**src/verilog/pfb_pkg.sv**
```systemverilog
// Purpose: Shared constants and types for program flow and I/O bus block
// Assumes: One processor clock, one machine cycle per clock
// Notes: Status word bit positions are fixed here only
package pfb_pkg;
  localparam int PC_W = 12;
  localparam int DATA_W = 16;
  localparam int PORT_W = 3;
  localparam int STK_DEPTH = 4;
  localparam int RAM_AW = 8;
  localparam int OFS_W = 7;
  localparam int FIFO_DEPTH = 8;
  localparam logic [PC_W-1:0] RESET_VEC = 12'h000;
  localparam logic [PC_W-1:0] INTR_VEC = 12'h002;
  localparam logic [PC_W-1:0] PC_STEP = 12'h001;
  localparam logic [RAM_AW-1:0] PAGE1_BASE = 8'h80;
  localparam logic [3:0] PAGE1_MASK = 4'hF;
  // Status word layout as stored by a save
  localparam int SW_OV = 15;
  localparam int SW_OVM = 14;
  localparam int SW_IRQ_MASK_BIT = 13;
  localparam int SW_ARP = 8;
  localparam int SW_DP = 0;
  localparam logic [DATA_W-1:0] SW_UNUSED = 16'h1EFE;

  typedef enum logic [4:0] {
    OP_NOP = 5'h00, OP_BRANCH = 5'h01, OP_BRANCH_OV = 5'h02,
    OP_CALL = 5'h03, OP_RET = 5'h04, OP_INTR = 5'h05,
    OP_PUSH = 5'h06, OP_POP = 5'h07, OP_SST_DIR = 5'h08,
    OP_SST_IND = 5'h09, OP_LST = 5'h0A, OP_IRQ_UNMASK_OP = 5'h0B,
    OP_IRQ_MASK_OP = 5'h0C, OP_SET_SATURATION_OP = 5'h0D, OP_CLEAR_SATURATION_OP = 5'h0E,
    OP_ARP_LOAD = 5'h0F, OP_PAGE_LOAD = 5'h10, OP_IN = 5'h11,
    OP_OUT = 5'h12, OP_TABLE_READ_OP = 5'h13, OP_TABLE_WRITE_OP = 5'h14
  } pfb_op_t;

  typedef enum logic [5:0] {
    ST_RUN = 6'h01, ST_IN = 6'h02, ST_OUT = 6'h04,
    ST_TRD = 6'h08, ST_TWR = 6'h10, ST_REF = 6'h20
  } pfb_state_t;
endpackage : pfb_pkg

```
**src/verilog/pfb_stream_if.sv**
```systemverilog
// Purpose: Valid/ready word stream between block internals
// Assumes: Single clock domain
// Notes: Width follows the carried data
`timescale 1ns/1ns
`default_nettype none
interface pfb_stream_if #(parameter int WIDTH = 16);
  logic valid;
  logic ready;
  logic [WIDTH-1:0] data;
  modport src (output valid, output data, input ready);
  modport snk (input valid, input data, output ready);
endinterface : pfb_stream_if
`default_nettype wire

```
**src/verilog/pfb_fifo.sv**
```systemverilog
// Purpose: Small synchronous FIFO for words read from the bus
// Assumes: Shares clock and synchronous active-low reset with its user
// Notes: Read data comes from a register; one word look-ahead
`timescale 1ns/1ns
`default_nettype none
module pfb_fifo #(
  parameter int WIDTH = 16,
  parameter int DEPTH = 8
) (
  input wire logic core_clk_i,
  input wire logic rst_n_i,
  pfb_stream_if.snk in_s,
  pfb_stream_if.src out_s
);
  import pfb_pkg::*;
  localparam int AW = $clog2(DEPTH);
  logic [WIDTH-1:0] mem_reg [DEPTH];
  logic [AW-1:0] wr_ptr_reg;
  logic [AW-1:0] rd_ptr_reg;
  logic [AW:0] count_reg;
  logic [WIDTH-1:0] out_data_reg;
  logic out_valid_reg;
  logic do_wr;
  logic do_rd;
  logic load_out;

  // Output register counts as a slot, so at most DEPTH words are held
  assign in_s.ready = ((count_reg + (AW+1)'(out_valid_reg)) != (AW+1)'(DEPTH));
  assign do_wr = in_s.valid && in_s.ready;
  // Output register refills whenever empty or being taken
  assign load_out = (!out_valid_reg || out_s.ready) && (count_reg != '0);
  assign do_rd = load_out;
  assign out_s.valid = out_valid_reg;
  assign out_s.data = out_data_reg;

  always_ff @(posedge core_clk_i) begin
    if (do_wr) begin
      mem_reg[wr_ptr_reg] <= in_s.data;
    end
  end

  always_ff @(posedge core_clk_i) begin
    if (!rst_n_i) begin
      wr_ptr_reg <= '0;
      rd_ptr_reg <= '0;
      count_reg <= '0;
    end else begin
      if (do_wr) begin
        wr_ptr_reg <= (wr_ptr_reg == AW'(DEPTH - 1)) ? '0 : wr_ptr_reg + AW'(1);
      end
      if (do_rd) begin
        rd_ptr_reg <= (rd_ptr_reg == AW'(DEPTH - 1)) ? '0 : rd_ptr_reg + AW'(1);
      end
      count_reg <= count_reg + (AW+1)'(do_wr) - (AW+1)'(do_rd);
    end
  end

  always_ff @(posedge core_clk_i) begin
    if (!rst_n_i) begin
      out_valid_reg <= 1'b0;
      out_data_reg <= '0;
    end else if (load_out) begin
      out_valid_reg <= 1'b1;
      out_data_reg <= mem_reg[rd_ptr_reg];
    end else if (out_s.ready) begin
      out_valid_reg <= 1'b0;
    end
  end
endmodule : pfb_fifo
`default_nettype wire

```
**src/verilog/pfb_top.sv**
```systemverilog
// Purpose: Program counter, return stack, status word and external bus sequencing
// Assumes: Core decodes instructions and hands one command per taken cycle
// Notes: Data bus pin split into in/out/enable; words read land in a FIFO
`timescale 1ns/1ns
`default_nettype none
// Contract
// - 12-bit program counter holds next fetch address, increments, clears on reset
// - All twelve counter bits share the address pins with port select and table address
// - True branch loads 12-bit absolute target, otherwise counter increments
// - Return stack is 12 bits wide and four entries deep
// - Push stores low twelve accumulator bits; pop returns head to accumulator
// - Table read and write occupy one stack level while executing
// - Overflow drops deepest entry; over-pop duplicates bottom entry upward
// - Status holds overflow, saturation, irq mask, aux select, page select
// - Status save leaves status intact; direct save forced to page one
// - Status restore reloads all but irq mask, from current page
// - Mask reads one when disabled; unmask clears, mask and entry set
// - Overflow flag set by accumulator overflow; branch-on-overflow tests and clears
// - Set-saturation writes one, clear-saturation writes zero
// - Aux select bit picks register zero or one; loaded by two ops
// - Page select zero gives first 128 words, one the 16 words at 0x80 to 0x8F
// - Data bus high impedance except while write strobe low
// - Eight 16-bit input ports and eight 16-bit output ports
// - Read strobe only for input; write strobe only for output and table write
// - Port transfers put port on low three bits, upper bits zero
// - Table write always strobes and drives data, whatever the target
// - Table ops prefetch, discard, then refetch the following instruction
// - Fetch, write and read strobes never active together
// - Fetch strobe active every cycle without write or read strobe
// - Reset starts fetching at 0, interrupt entry at 2
module pfb_top (
  input wire logic core_clk_i,
  input wire logic rst_n_i,
  input wire logic cmd_valid_i,
  input wire pfb_pkg::pfb_op_t cmd_op_i,
  output logic cmd_ready_o,
  input wire logic [pfb_pkg::PC_W-1:0] cmd_target_i,
  input wire logic cmd_cond_i,
  input wire logic [pfb_pkg::DATA_W-1:0] cmd_acc_i,
  input wire logic [pfb_pkg::DATA_W-1:0] cmd_wdata_i,
  input wire logic [pfb_pkg::DATA_W-1:0] cmd_status_i,
  input wire logic cmd_bit_i,
  input wire logic [pfb_pkg::OFS_W-1:0] cmd_offset_i,
  input wire logic [pfb_pkg::RAM_AW-1:0] cmd_ind_addr_i,
  input wire logic acc_ovf_i,
  output logic [pfb_pkg::PC_W-1:0] prog_addr_o,
  output logic program_fetch_strobe_n_o,
  output logic write_strobe_n_o,
  output logic input_read_strobe_n_o,
  input wire logic [pfb_pkg::DATA_W-1:0] data_i,
  output logic [pfb_pkg::DATA_W-1:0] data_o,
  output logic data_oe_o,
  output logic [pfb_pkg::DATA_W-1:0] instr_o,
  output logic instr_valid_o,
  output logic [pfb_pkg::PC_W-1:0] acc_pop_o,
  output logic [pfb_pkg::DATA_W-1:0] status_word_o,
  output logic [pfb_pkg::RAM_AW-1:0] ram_addr_o,
  output logic [pfb_pkg::DATA_W-1:0] rd_data_o,
  output logic rd_valid_o,
  input wire logic rd_ready_i
);
  import pfb_pkg::*;

  function automatic logic is_tbl(input pfb_op_t op);
    return (op == OP_TABLE_READ_OP) || (op == OP_TABLE_WRITE_OP);
  endfunction : is_tbl

  function automatic logic [DATA_W-1:0] pack_status(input logic ov, input logic saturation_mode_bit,
                                                    input logic irq_mask_bit, input logic aux_select_bit,
                                                    input logic dp);
    logic [DATA_W-1:0] w;
    w = SW_UNUSED;
    w[SW_OV] = ov;
    w[SW_OVM] = saturation_mode_bit;
    w[SW_IRQ_MASK_BIT] = irq_mask_bit;
    w[SW_ARP] = aux_select_bit;
    w[SW_DP] = dp;
    return w;
  endfunction : pack_status

  pfb_state_t state_reg;
  pfb_state_t state_next;
  logic [PC_W-1:0] pc_reg;
  logic [PC_W-1:0] pc_next;
  logic [PC_W-1:0] stack_reg [STK_DEPTH];
  logic [PC_W-1:0] stack_head;
  logic [PC_W-1:0] push_val;
  logic [PORT_W-1:0] port_reg;
  logic [PC_W-1:0] tbl_addr_reg;
  logic [DATA_W-1:0] wdata_reg;
  logic acc_exceeded_flag_reg;
  logic saturation_mode_bit_reg;
  logic irq_mask_bit_reg;
  logic aux_select_bit_reg;
  logic ram_page_select_reg;
  logic [DATA_W-1:0] status_save_reg;
  logic [RAM_AW-1:0] ram_addr_reg;
  logic [PC_W-1:0] acc_pop_reg;
  logic [DATA_W-1:0] instr_reg;
  logic instr_valid_reg;
  logic take;
  logic needs_fifo;
  logic do_push;
  logic do_pop;
  logic fetch_now;

  pfb_stream_if #(.WIDTH(DATA_W)) rd_in ();
  pfb_stream_if #(.WIDTH(DATA_W)) rd_out ();

  pfb_fifo #(.WIDTH(DATA_W), .DEPTH(FIFO_DEPTH)) u_rd_fifo (
    .core_clk_i(core_clk_i),
    .rst_n_i(rst_n_i),
    .in_s(rd_in.snk),
    .out_s(rd_out.src)
  );

  // Input and table-read words queue for the core
  assign rd_in.valid = (state_reg == ST_IN) || (state_reg == ST_TRD);
  assign rd_in.data = data_i;
  assign rd_data_o = rd_out.data;
  assign rd_valid_o = rd_out.valid;
  assign rd_out.ready = rd_ready_i;

  // Full FIFO stalls reads before any strobe goes out
  assign needs_fifo = (cmd_op_i == OP_IN) || (cmd_op_i == OP_TABLE_READ_OP);
  assign cmd_ready_o = (state_reg == ST_RUN) && (!needs_fifo || rd_in.ready);
  assign take = cmd_valid_i && cmd_ready_o;

  always_comb begin
    state_next = state_reg;
    case (state_reg)
      ST_RUN: begin
        if (take) begin
          case (cmd_op_i)
            OP_IN: state_next = ST_IN;
            OP_OUT: state_next = ST_OUT;
            OP_TABLE_READ_OP: state_next = ST_TRD;
            OP_TABLE_WRITE_OP: state_next = ST_TWR;
            default: state_next = ST_RUN;
          endcase
        end
      end
      ST_TRD, ST_TWR: state_next = ST_REF;
      default: state_next = ST_RUN;
    endcase
  end

  always_ff @(posedge core_clk_i) begin
    if (!rst_n_i) begin
      state_reg <= ST_RUN;
    end else begin
      state_reg <= state_next;
    end
  end

  // Strobes decode from one-hot state, so they can never overlap
  assign input_read_strobe_n_o = (state_reg != ST_IN);
  assign write_strobe_n_o = !((state_reg == ST_OUT) || (state_reg == ST_TWR));
  assign program_fetch_strobe_n_o = !input_read_strobe_n_o || !write_strobe_n_o;
  assign fetch_now = !program_fetch_strobe_n_o;
  assign data_oe_o = !write_strobe_n_o;
  assign data_o = wdata_reg;

  always_comb begin
    case (state_reg)
      ST_IN, ST_OUT: prog_addr_o = {{(PC_W-PORT_W){1'b0}}, port_reg};
      ST_TRD, ST_TWR: prog_addr_o = tbl_addr_reg;
      ST_REF: prog_addr_o = stack_head;
      default: prog_addr_o = pc_reg;
    endcase
  end

  always_comb begin
    pc_next = pc_reg + PC_STEP;
    case (cmd_op_i)
      OP_BRANCH: pc_next = cmd_cond_i ? cmd_target_i : pc_reg + PC_STEP;
      OP_BRANCH_OV: pc_next = acc_exceeded_flag_reg ? cmd_target_i : pc_reg + PC_STEP;
      OP_CALL: pc_next = cmd_target_i;
      OP_RET: pc_next = stack_head;
      OP_INTR: pc_next = INTR_VEC;
      OP_TABLE_READ_OP, OP_TABLE_WRITE_OP: pc_next = pc_reg;
      default: pc_next = pc_reg + PC_STEP;
    endcase
  end

  always_ff @(posedge core_clk_i) begin
    if (!rst_n_i) begin
      pc_reg <= RESET_VEC;
    end else if (take) begin
      pc_reg <= pc_next;
    end else if (state_reg == ST_REF) begin
      pc_reg <= stack_head + PC_STEP;
    end
  end

  always_ff @(posedge core_clk_i) begin
    if (!rst_n_i) begin
      port_reg <= '0;
      tbl_addr_reg <= '0;
      wdata_reg <= '0;
    end else if (take) begin
      port_reg <= cmd_target_i[PORT_W-1:0];
      tbl_addr_reg <= cmd_acc_i[PC_W-1:0];
      wdata_reg <= cmd_wdata_i;
    end
  end

  // Return stack
  assign stack_head = stack_reg[0];
  assign do_push = take && (cmd_op_i inside {OP_PUSH, OP_CALL, OP_INTR, OP_TABLE_READ_OP, OP_TABLE_WRITE_OP});
  assign do_pop = (take && (cmd_op_i inside {OP_POP, OP_RET})) || (state_reg == ST_REF);
  assign push_val = (cmd_op_i == OP_PUSH) ? cmd_acc_i[PC_W-1:0] : pc_reg;

  always_ff @(posedge core_clk_i) begin
    if (!rst_n_i) begin
      for (int i = 0; i < STK_DEPTH; i++) begin
        stack_reg[i] <= '0;
      end
    end else if (do_push) begin
      stack_reg[0] <= push_val;
      for (int i = 1; i < STK_DEPTH; i++) begin
        stack_reg[i] <= stack_reg[i-1];
      end
    end else if (do_pop) begin
      // Bottom keeps its value, so over-pops copy it upward
      for (int i = 0; i < STK_DEPTH - 1; i++) begin
        stack_reg[i] <= stack_reg[i+1];
      end
    end
  end

  always_ff @(posedge core_clk_i) begin
    if (!rst_n_i) begin
      acc_pop_reg <= '0;
    end else if (take && cmd_op_i == OP_POP) begin
      acc_pop_reg <= stack_head;
    end
  end
  assign acc_pop_o = acc_pop_reg;

  // Status bits
  always_ff @(posedge core_clk_i) begin
    if (!rst_n_i) begin
      acc_exceeded_flag_reg <= 1'b0;
    end else if (acc_ovf_i) begin
      acc_exceeded_flag_reg <= 1'b1;
    end else if (take && cmd_op_i == OP_BRANCH_OV) begin
      acc_exceeded_flag_reg <= 1'b0;
    end else if (take && cmd_op_i == OP_LST) begin
      acc_exceeded_flag_reg <= cmd_status_i[SW_OV];
    end
  end

  // Cleared at reset so the bit is never unknown
  always_ff @(posedge core_clk_i) begin
    if (!rst_n_i) begin
      saturation_mode_bit_reg <= 1'b0;
    end else if (take && cmd_op_i == OP_SET_SATURATION_OP) begin
      saturation_mode_bit_reg <= 1'b1;
    end else if (take && cmd_op_i == OP_CLEAR_SATURATION_OP) begin
      saturation_mode_bit_reg <= 1'b0;
    end else if (take && cmd_op_i == OP_LST) begin
      saturation_mode_bit_reg <= cmd_status_i[SW_OVM];
    end
  end

  always_ff @(posedge core_clk_i) begin
    if (!rst_n_i) begin
      irq_mask_bit_reg <= 1'b1;
    end else if (take && (cmd_op_i == OP_IRQ_MASK_OP || cmd_op_i == OP_INTR)) begin
      irq_mask_bit_reg <= 1'b1;
    end else if (take && cmd_op_i == OP_IRQ_UNMASK_OP) begin
      irq_mask_bit_reg <= 1'b0;
    end
  end

  always_ff @(posedge core_clk_i) begin
    if (!rst_n_i) begin
      aux_select_bit_reg <= 1'b0;
    end else if (take && cmd_op_i == OP_ARP_LOAD) begin
      aux_select_bit_reg <= cmd_bit_i;
    end else if (take && cmd_op_i == OP_LST) begin
      aux_select_bit_reg <= cmd_status_i[SW_ARP];
    end
  end

  always_ff @(posedge core_clk_i) begin
    if (!rst_n_i) begin
      ram_page_select_reg <= 1'b0;
    end else if (take && cmd_op_i == OP_PAGE_LOAD) begin
      ram_page_select_reg <= cmd_bit_i;
    end else if (take && cmd_op_i == OP_LST) begin
      ram_page_select_reg <= cmd_status_i[SW_DP];
    end
  end

  always_ff @(posedge core_clk_i) begin
    if (!rst_n_i) begin
      status_save_reg <= '0;
      ram_addr_reg <= '0;
    end else if (take) begin
      status_save_reg <= pack_status(acc_exceeded_flag_reg, saturation_mode_bit_reg,
                                     irq_mask_bit_reg, aux_select_bit_reg,
                                     ram_page_select_reg);
      case (cmd_op_i)
        OP_SST_DIR: ram_addr_reg <= PAGE1_BASE | {4'h0, cmd_offset_i[3:0] & PAGE1_MASK};
        OP_SST_IND: ram_addr_reg <= cmd_ind_addr_i;
        OP_LST: ram_addr_reg <= ram_page_select_reg ? (PAGE1_BASE | {4'h0, cmd_offset_i[3:0]})
                                                    : {1'b0, cmd_offset_i};
        default: ram_addr_reg <= ram_addr_reg;
      endcase
    end
  end
  assign status_word_o = status_save_reg;
  assign ram_addr_o = ram_addr_reg;

  // Dummy prefetch of a table op is not handed on
  always_ff @(posedge core_clk_i) begin
    if (!rst_n_i) begin
      instr_reg <= '0;
      instr_valid_reg <= 1'b0;
    end else begin
      instr_valid_reg <= fetch_now && (state_reg == ST_REF
                         || (state_reg == ST_RUN && !(take && is_tbl(cmd_op_i))));
      if (fetch_now && state_reg != ST_TRD) begin
        instr_reg <= data_i;
      end
    end
  end
  assign instr_o = instr_reg;
  assign instr_valid_o = instr_valid_reg;
endmodule : pfb_top
`default_nettype wire

```
**config.mk**
```make
export PLATFORM = sky130hd
export DESIGN_NAME = pfb_top
export DESIGN_NICKNAME = d
export VERILOG_FILES = /design/src/verilog/pfb_pkg.sv /design/src/verilog/pfb_stream_if.sv /design/src/verilog/pfb_fifo.sv /design/src/verilog/pfb_top.sv
export SDC_FILE = /design/constraint.sdc
export NUM_CORES = 1
export LEC_CHECK = 0
export BUFFER_PORTS_ARGS = -buffer_cell sky130_fd_sc_hd__buf_2
export CELL_PAD_IN_SITES_DETAIL_PLACEMENT = 1
export CELL_PAD_IN_SITES_GLOBAL_PLACEMENT = 2
export CORE_MARGIN = 2
export CORE_UTILIZATION = 41
export DETAILED_ROUTE_END_ITERATION = 8
export HOLD_SLACK_MARGIN = 0.06
export PLACE_DENSITY = 0.9
export SLEW_MARGIN = 10
export SYNTH_ARGS = -nofsm -noshare
export SYNTH_HDL_FRONTEND = slang
export SYNTH_SLANG_ARGS = --single-unit
```
**constraint.sdc**
```tcl
create_clock -name core_clk_i -period 5.6 [get_ports core_clk_i]
set_input_delay 0.28 -clock core_clk_i [delete_from_list [all_inputs] [get_ports core_clk_i]]
set_output_delay 0.28 -clock core_clk_i [all_outputs]
set_load 0.05 [all_outputs]
```
Word level (Yosys, flattened, before mapping)
Memory sizes are Yosys's and may differ from the RTL's. A register that Yosys moved wholly into a read port is not among the register bits.
Index checks and enable logic that the tools add are counted.
- add/subtract/negate cells: 7
- multipliers: 0
- div/mod/pow operators: 0
- magnitude comparators: 0
- equal/unequal tests: 33
- shift operators: 0
- mux-type cells: 43
- bitwise logic cells: 8
- reductions and logical operators: 52
- operators with widths (operator ; number):
    $mux 12 ; 12
    $pmux 12 s6 ; 1
    $eq 5x4->1 const B ; 8
    $pmux 12 s3 ; 1
    $eq 5x5->1 const B ; 5
    $add 12x1->12 const B ; 2
    $pmux 8 s3 ; 1
    $mux 1 ; 22
    $eq 5x3->1 const B ; 4
    $pmux 5 s4 ; 1
    $logic_and 1x1->1 ; 19
    $pmux 6 s2 ; 1
    $eq 5x2->1 const B ; 2
    $logic_or 1x1->1 ; 10
    $reduce_bool 2->1 ; 5
    $reduce_bool 3->1 ; 3
    $add 4x1->4 ; 2
    $mux 8 ; 1
    $reduce_or 2->1 ; 4
    $logic_not 1->1 ; 7
    $or 1x1->1 ; 7
    $add 3x1->3 const B ; 2
    $eq 3x3->1 const B ; 2
    $eq 6x1->1 const B ; 1
    17 further kinds ; 20
- flip-flop bits (word level): 118
- latch bits: 0
- RAM bits: 176
- ROM bits: 0
- word-level logic and storage cells: 164
- memories: 2
- memory list (name ; depth ; bits a word ; read ports ; clocked after memory_dff ; write ports ; RTL line ; text):
    u_rd_fifo.mem_reg ; 8 ; 16 ; 1 ; 1 ; 1 ; pfb_fifo.sv:17 ; logic [WIDTH-1:0] mem_reg [DEPTH];
    stack_reg ; 4 ; 12 ; 4 ; 0 ; 4 ; pfb_top.sv:85 ; logic [PC_W-1:0] stack_reg [STK_DEPTH];

Depth between registers and ports, before layout
- depth in word-level cells: 13
- gate-level depth with buffers: 13
- gate-level depth less buffers: 11

By module
Synthesis repeated with hierarchy kept, for this count alone.
- cell total of the unflattened synthesis: 1093
- area total of the unflattened synthesis: 13102.6 sq um
- by module, submodules not included (module ; instances ; cells each ; area an instance (sq um)):
    pfb_top ; 1 ; 740 ; 6924.1
    pfb_fifo ; 1 ; 353 ; 6178.4

Worst setup path before layout
No wires, ideal clock.
- kind: register to register
- from: reg u_rd_fifo.out_valid_reg (netlist: u_rd_fifo.out_s.valid)
- to: mem u_rd_fifo.mem_reg[4][0], enable pin
- arrival: 3.260 ns
- slack: 1.904 ns
- cell stages (with the launch flop): 7
- path buffers: 0
- cell sequence: dfxtp_1 > ha_1 > ha_1 > xnor2_1 > o211ai_1 > nand3_1 > nor4b_1
- cells in the longest elaborated chain, start to end: 5
- ends and longest elaborated chain (what ; RTL line ; text):
    start, declared ; pfb_fifo.sv:22 ; logic out_valid_reg;
    start signal, assigned ; pfb_fifo.sv:60 ; out_valid_reg <= 1'b0;
    start signal, assigned ; pfb_fifo.sv:63 ; out_valid_reg <= 1'b1;
    start signal, assigned ; pfb_fifo.sv:66 ; out_valid_reg <= 1'b0;
    $add 4x1->4 ; pfb_fifo.sv:28 ; assign in_s.ready = ((count_reg + (AW+1)'(out_valid_reg)) != (AW+1)'(DEPTH));
    $ne 4x4->1 ; pfb_fifo.sv:28 ;
    $logic_and 1x1->1 ; pfb_fifo.sv:29 ; assign do_wr = in_s.valid && in_s.ready;
    $mux 1 ; pfb_fifo.sv:37 ; if (do_wr) begin
    $mux 1 (not written as such) ; pfb_fifo.sv:38 ; mem_reg[wr_ptr_reg] <= in_s.data;
    end, declared ; pfb_fifo.sv:17 ;
No other way between the ends.

Worst setup path in the final report
- from: reg state_reg[1]
- to: out prog_addr_o[0] (netlist bit)
- cells in the longest elaborated chain, start to end: 3
- ends and longest elaborated chain (what ; RTL line ; text):
    start, declared ; pfb_top.sv:81 ; pfb_state_t state_reg;
    start signal, assigned ; pfb_top.sv:152 ; state_reg <= state_next;
    $eq 6x4->1, or another cell as far along ; pfb_top.sv:165 ; case (state_reg)
    $reduce_or 2->1 ; pfb_top.sv:165 ;
    $pmux 12 s3 * ; pfb_top.sv:165 ;
    end, declared ; pfb_top.sv:46 ; output logic [pfb_pkg::PC_W-1:0] prog_addr_o,
Mark *: on every way between the ends. The rest lies on a longest branch, timed or not.

==> out/summary.txt <==
status -> complete, no violations
VDD IR max -> 0.255 mV
Highest Clock Rate -> 0.284 GHz
area leader, netlist -> edfxtp_1
first-pass GRT wire length -> 57300 microns
Core Rows -> 65
worst-path maximum fanout -> 21
RSZ-0062 raised after global routing -> no
Synth Flop Type -> edfxtp_1
sequential area share after synthesis -> 59.5%
CP Class -> flop to primary output
mapped cell area -> 0.0131 sq mm
Power Dens Cells -> 386 mW/mm^2
I/O Buffers -> 189
top-count cell post-synth -> edfxtp_1
ys async rst share -> 0%
io pins -> 206
WP data required -> 5.32 ns
crit-path leading delay family -> simple AND/OR/NAND/NOR gates
CTS Buf Count -> 31
Max Slew Vio Count -> 0
CTS Sinks -> 300
Worst path depth -> 5
slowest stage cell, crit path -> and4b_1
FF-to-FF setup slack -> 2.22 ns
Cells after Synth -> 1055
top cells by area in the synthesized netlist -> edfxtp_1, dfxtp_1, mux4_2, mux2i_1, nand2_1
EDFF count, synth -> 176
drt wl/cell -> 21.7 microns
worst path bufs/invs -> 1
Max Cap Violations -> 0
final WL -> 36800 microns
Slew headroom -> 21.0%
nets -> 1385
Clk pin slew, worst setup/hold paths -> 0.07 ns
Root Buffer -> clkbuf_16
crit path cell chain -> nor2_1 > and4b_1 > a222oi_1 > a21oi_1 > buf_2
vias in the first global route -> 9966
die area -> 0.0333 sq mm
first drt pass iteration count -> 5
Routed Antenna Nets -> 0
r2r endpoint -> stack_reg[3][11]
Initial Utilization -> 41.5%
ratio of cells with drive above 1 in the final layout -> 24.3%
Remaining DRCs -> 0
Clock Latency Late Sink -> 0.57 ns
# diodes -> 0
setup TNS -> 0 ns
top cell type's share of synthesized area -> 40.5%
core area -> 0.0315 sq mm
Worst path max stage delay -> 0.91 ns
hold buffers post-CTS -> 57
GRT overflow -> 0
R2R depth -> 8
Synth Area per Inst -> 12.4 sq um
post-place setup slack -> 2.26 ns
Worst Path Arrival -> 3.24 ns
crit path launch -> state_reg[1]
post-cts sizing count -> 0
Worst Setup Start Kind -> flop
Global Route Usage Sum -> 22.0%
Area after DPL -> 0.0143 sq mm
top cells by count, synth -> edfxtp_1, dfxtp_1, nand2_1
largest net degree at the start of global routing -> 70
fin crit period -> 3.52 ns
Pleak -> 6.09 nW
drt initial violations -> 692
die width -> 182 microns
CTS HTree Levels -> 1
CTS tree -> done
routability-driven placement congestion ratio -> 0.797
fin area -> 0.0159 sq mm
Die Y -> 182 microns
Util after Layout -> 50.4%
synthesized flop and latch total -> 300
WHS Path Cells -> 3
Fin. Hold Viols -> 0
Worst-Margin Slew -> 1.18 ns
vias -> 9467
Syn Nets -> 1173
Worst R2R Start -> u_rd_fifo.out_s.valid
area delta synth->final -> 21.5%
Via density -> 5.59
Final Skew -> 0.00846 ns
Yosys cell types -> 75
CTS Buffer Depth -> 3
initial antenna violation count -> 0
number of flip-flops in the largest register -> 128
CP endpoint -> prog_addr_o[0]
fill cell count -> 3267
Hold WC Path Type -> primary input to flop
Worst setup EP type -> primary output
ratio of final minimum period to clock period -> 62.8%
Final Worst Setup Slack -> 2.08 ns
setup bufs post-CTS -> 0
final setup fails -> 0
yosys warns -> 0
dpl hpwl -> 23300 microns
[stage by stage]
stage          instances  total power [mW]  hold slack (ns)
6_report            1694              6.12           0.0908
3_5_place_dp        1579              4.05            0.446
3_3_place_gp        1579              4.00            0.438
2_1_floorplan       1055              3.68            0.379
5_1_grt             1694              6.37           0.0937
4_1_cts             1694              6.16           0.0626
[cell type report]
class | instances | area [sq um] | area share (%)
clock inverter | 18 | 183 | 1.15
clock buffer | 40 | 830 | 5.23
tap | 402 | 503 | 3.17
inverter | 13 | 50.0 | 0.315
multi-input combinational | 659 | 4890 | 30.8
timing repair buffer | 262 | 1640 | 10.3
sequential | 300 | 7770 | 49.0
[cells by family after synthesis]
| kind of cell | after synthesis | synth area share, % |
|---|---|---|
| xor gates and xnor gates | 27 | 1.81 |
| DFF | 300 | 59.5 |
| AOI/OAI and AO/OA | 204 | 11.5 |
| and+or+nand+nor | 318 | 11.9 |
| buffers and inverters | 96 | 3.55 |
| muxes | 95 | 10.3 |
| adders and majority gates | 15 | 1.49 |
[tightest hold or removal path: cells and delay by family]
kind                   cells  cell delay (ns)
buffers and inverters      1             0.10
muxes                      1             0.13
AOI/OAI and AO/OA          1             0.09
[where the power goes]
part	total, mW	internal (mW)	switching (mW)	leakage [nW]
Sequential	2.63	2.48	0.159	2.67
Combinational	1.42	0.514	0.901	2.92
Clock	2.07	1.19	0.880	0.501
[cell usage in the layout (no fill, tap or decap), drive strengths merged, types with 17 or more instances in the layout]
cell,synthesis,layout
a22oi,17,17
mux4,32,32
nand3,17,17
nor2,90,90
mux2i,63,63
a211oi,32,32
edfxtp,176,176
a22o,30,30
and2,17,17
dfxtp,124,124
clkbuf,40,40
buf,43,205
a21oi,58,58
dlygate4sd3,0,57
nand2,119,119
[routing by layer]
metal | global-route usage (%) | part of all wire, % | vias up
li1 | - | - | 4354
met1 | 28.3 | 43 | 4758
met2 | 38.0 | 49 | 291
met3 | 3.53 | 5.5 | 64
met4 | 7.00 | 2.3 | 0
met5 | 0 | 0 | -
[how the worst min path moves through the flow]
stage	startpoint	endpoint	slack, ns
after detailed placement	data_o[10]	data_o[10]	0.45
after global routing	cmd_ind_addr_i[2]	ram_addr_o[2]	0.09
after floorplan	data_i[0]	u_rd_fifo.mem_reg[0][0]	0.38
after CTS	cmd_offset_i[6]	ram_addr_o[6]	0.06
final	cmd_offset_i[2]	ram_addr_o[2]	0.09
after global placement	data_o[0]	data_o[0]	0.44
Power figures use the tool's default switching activity.
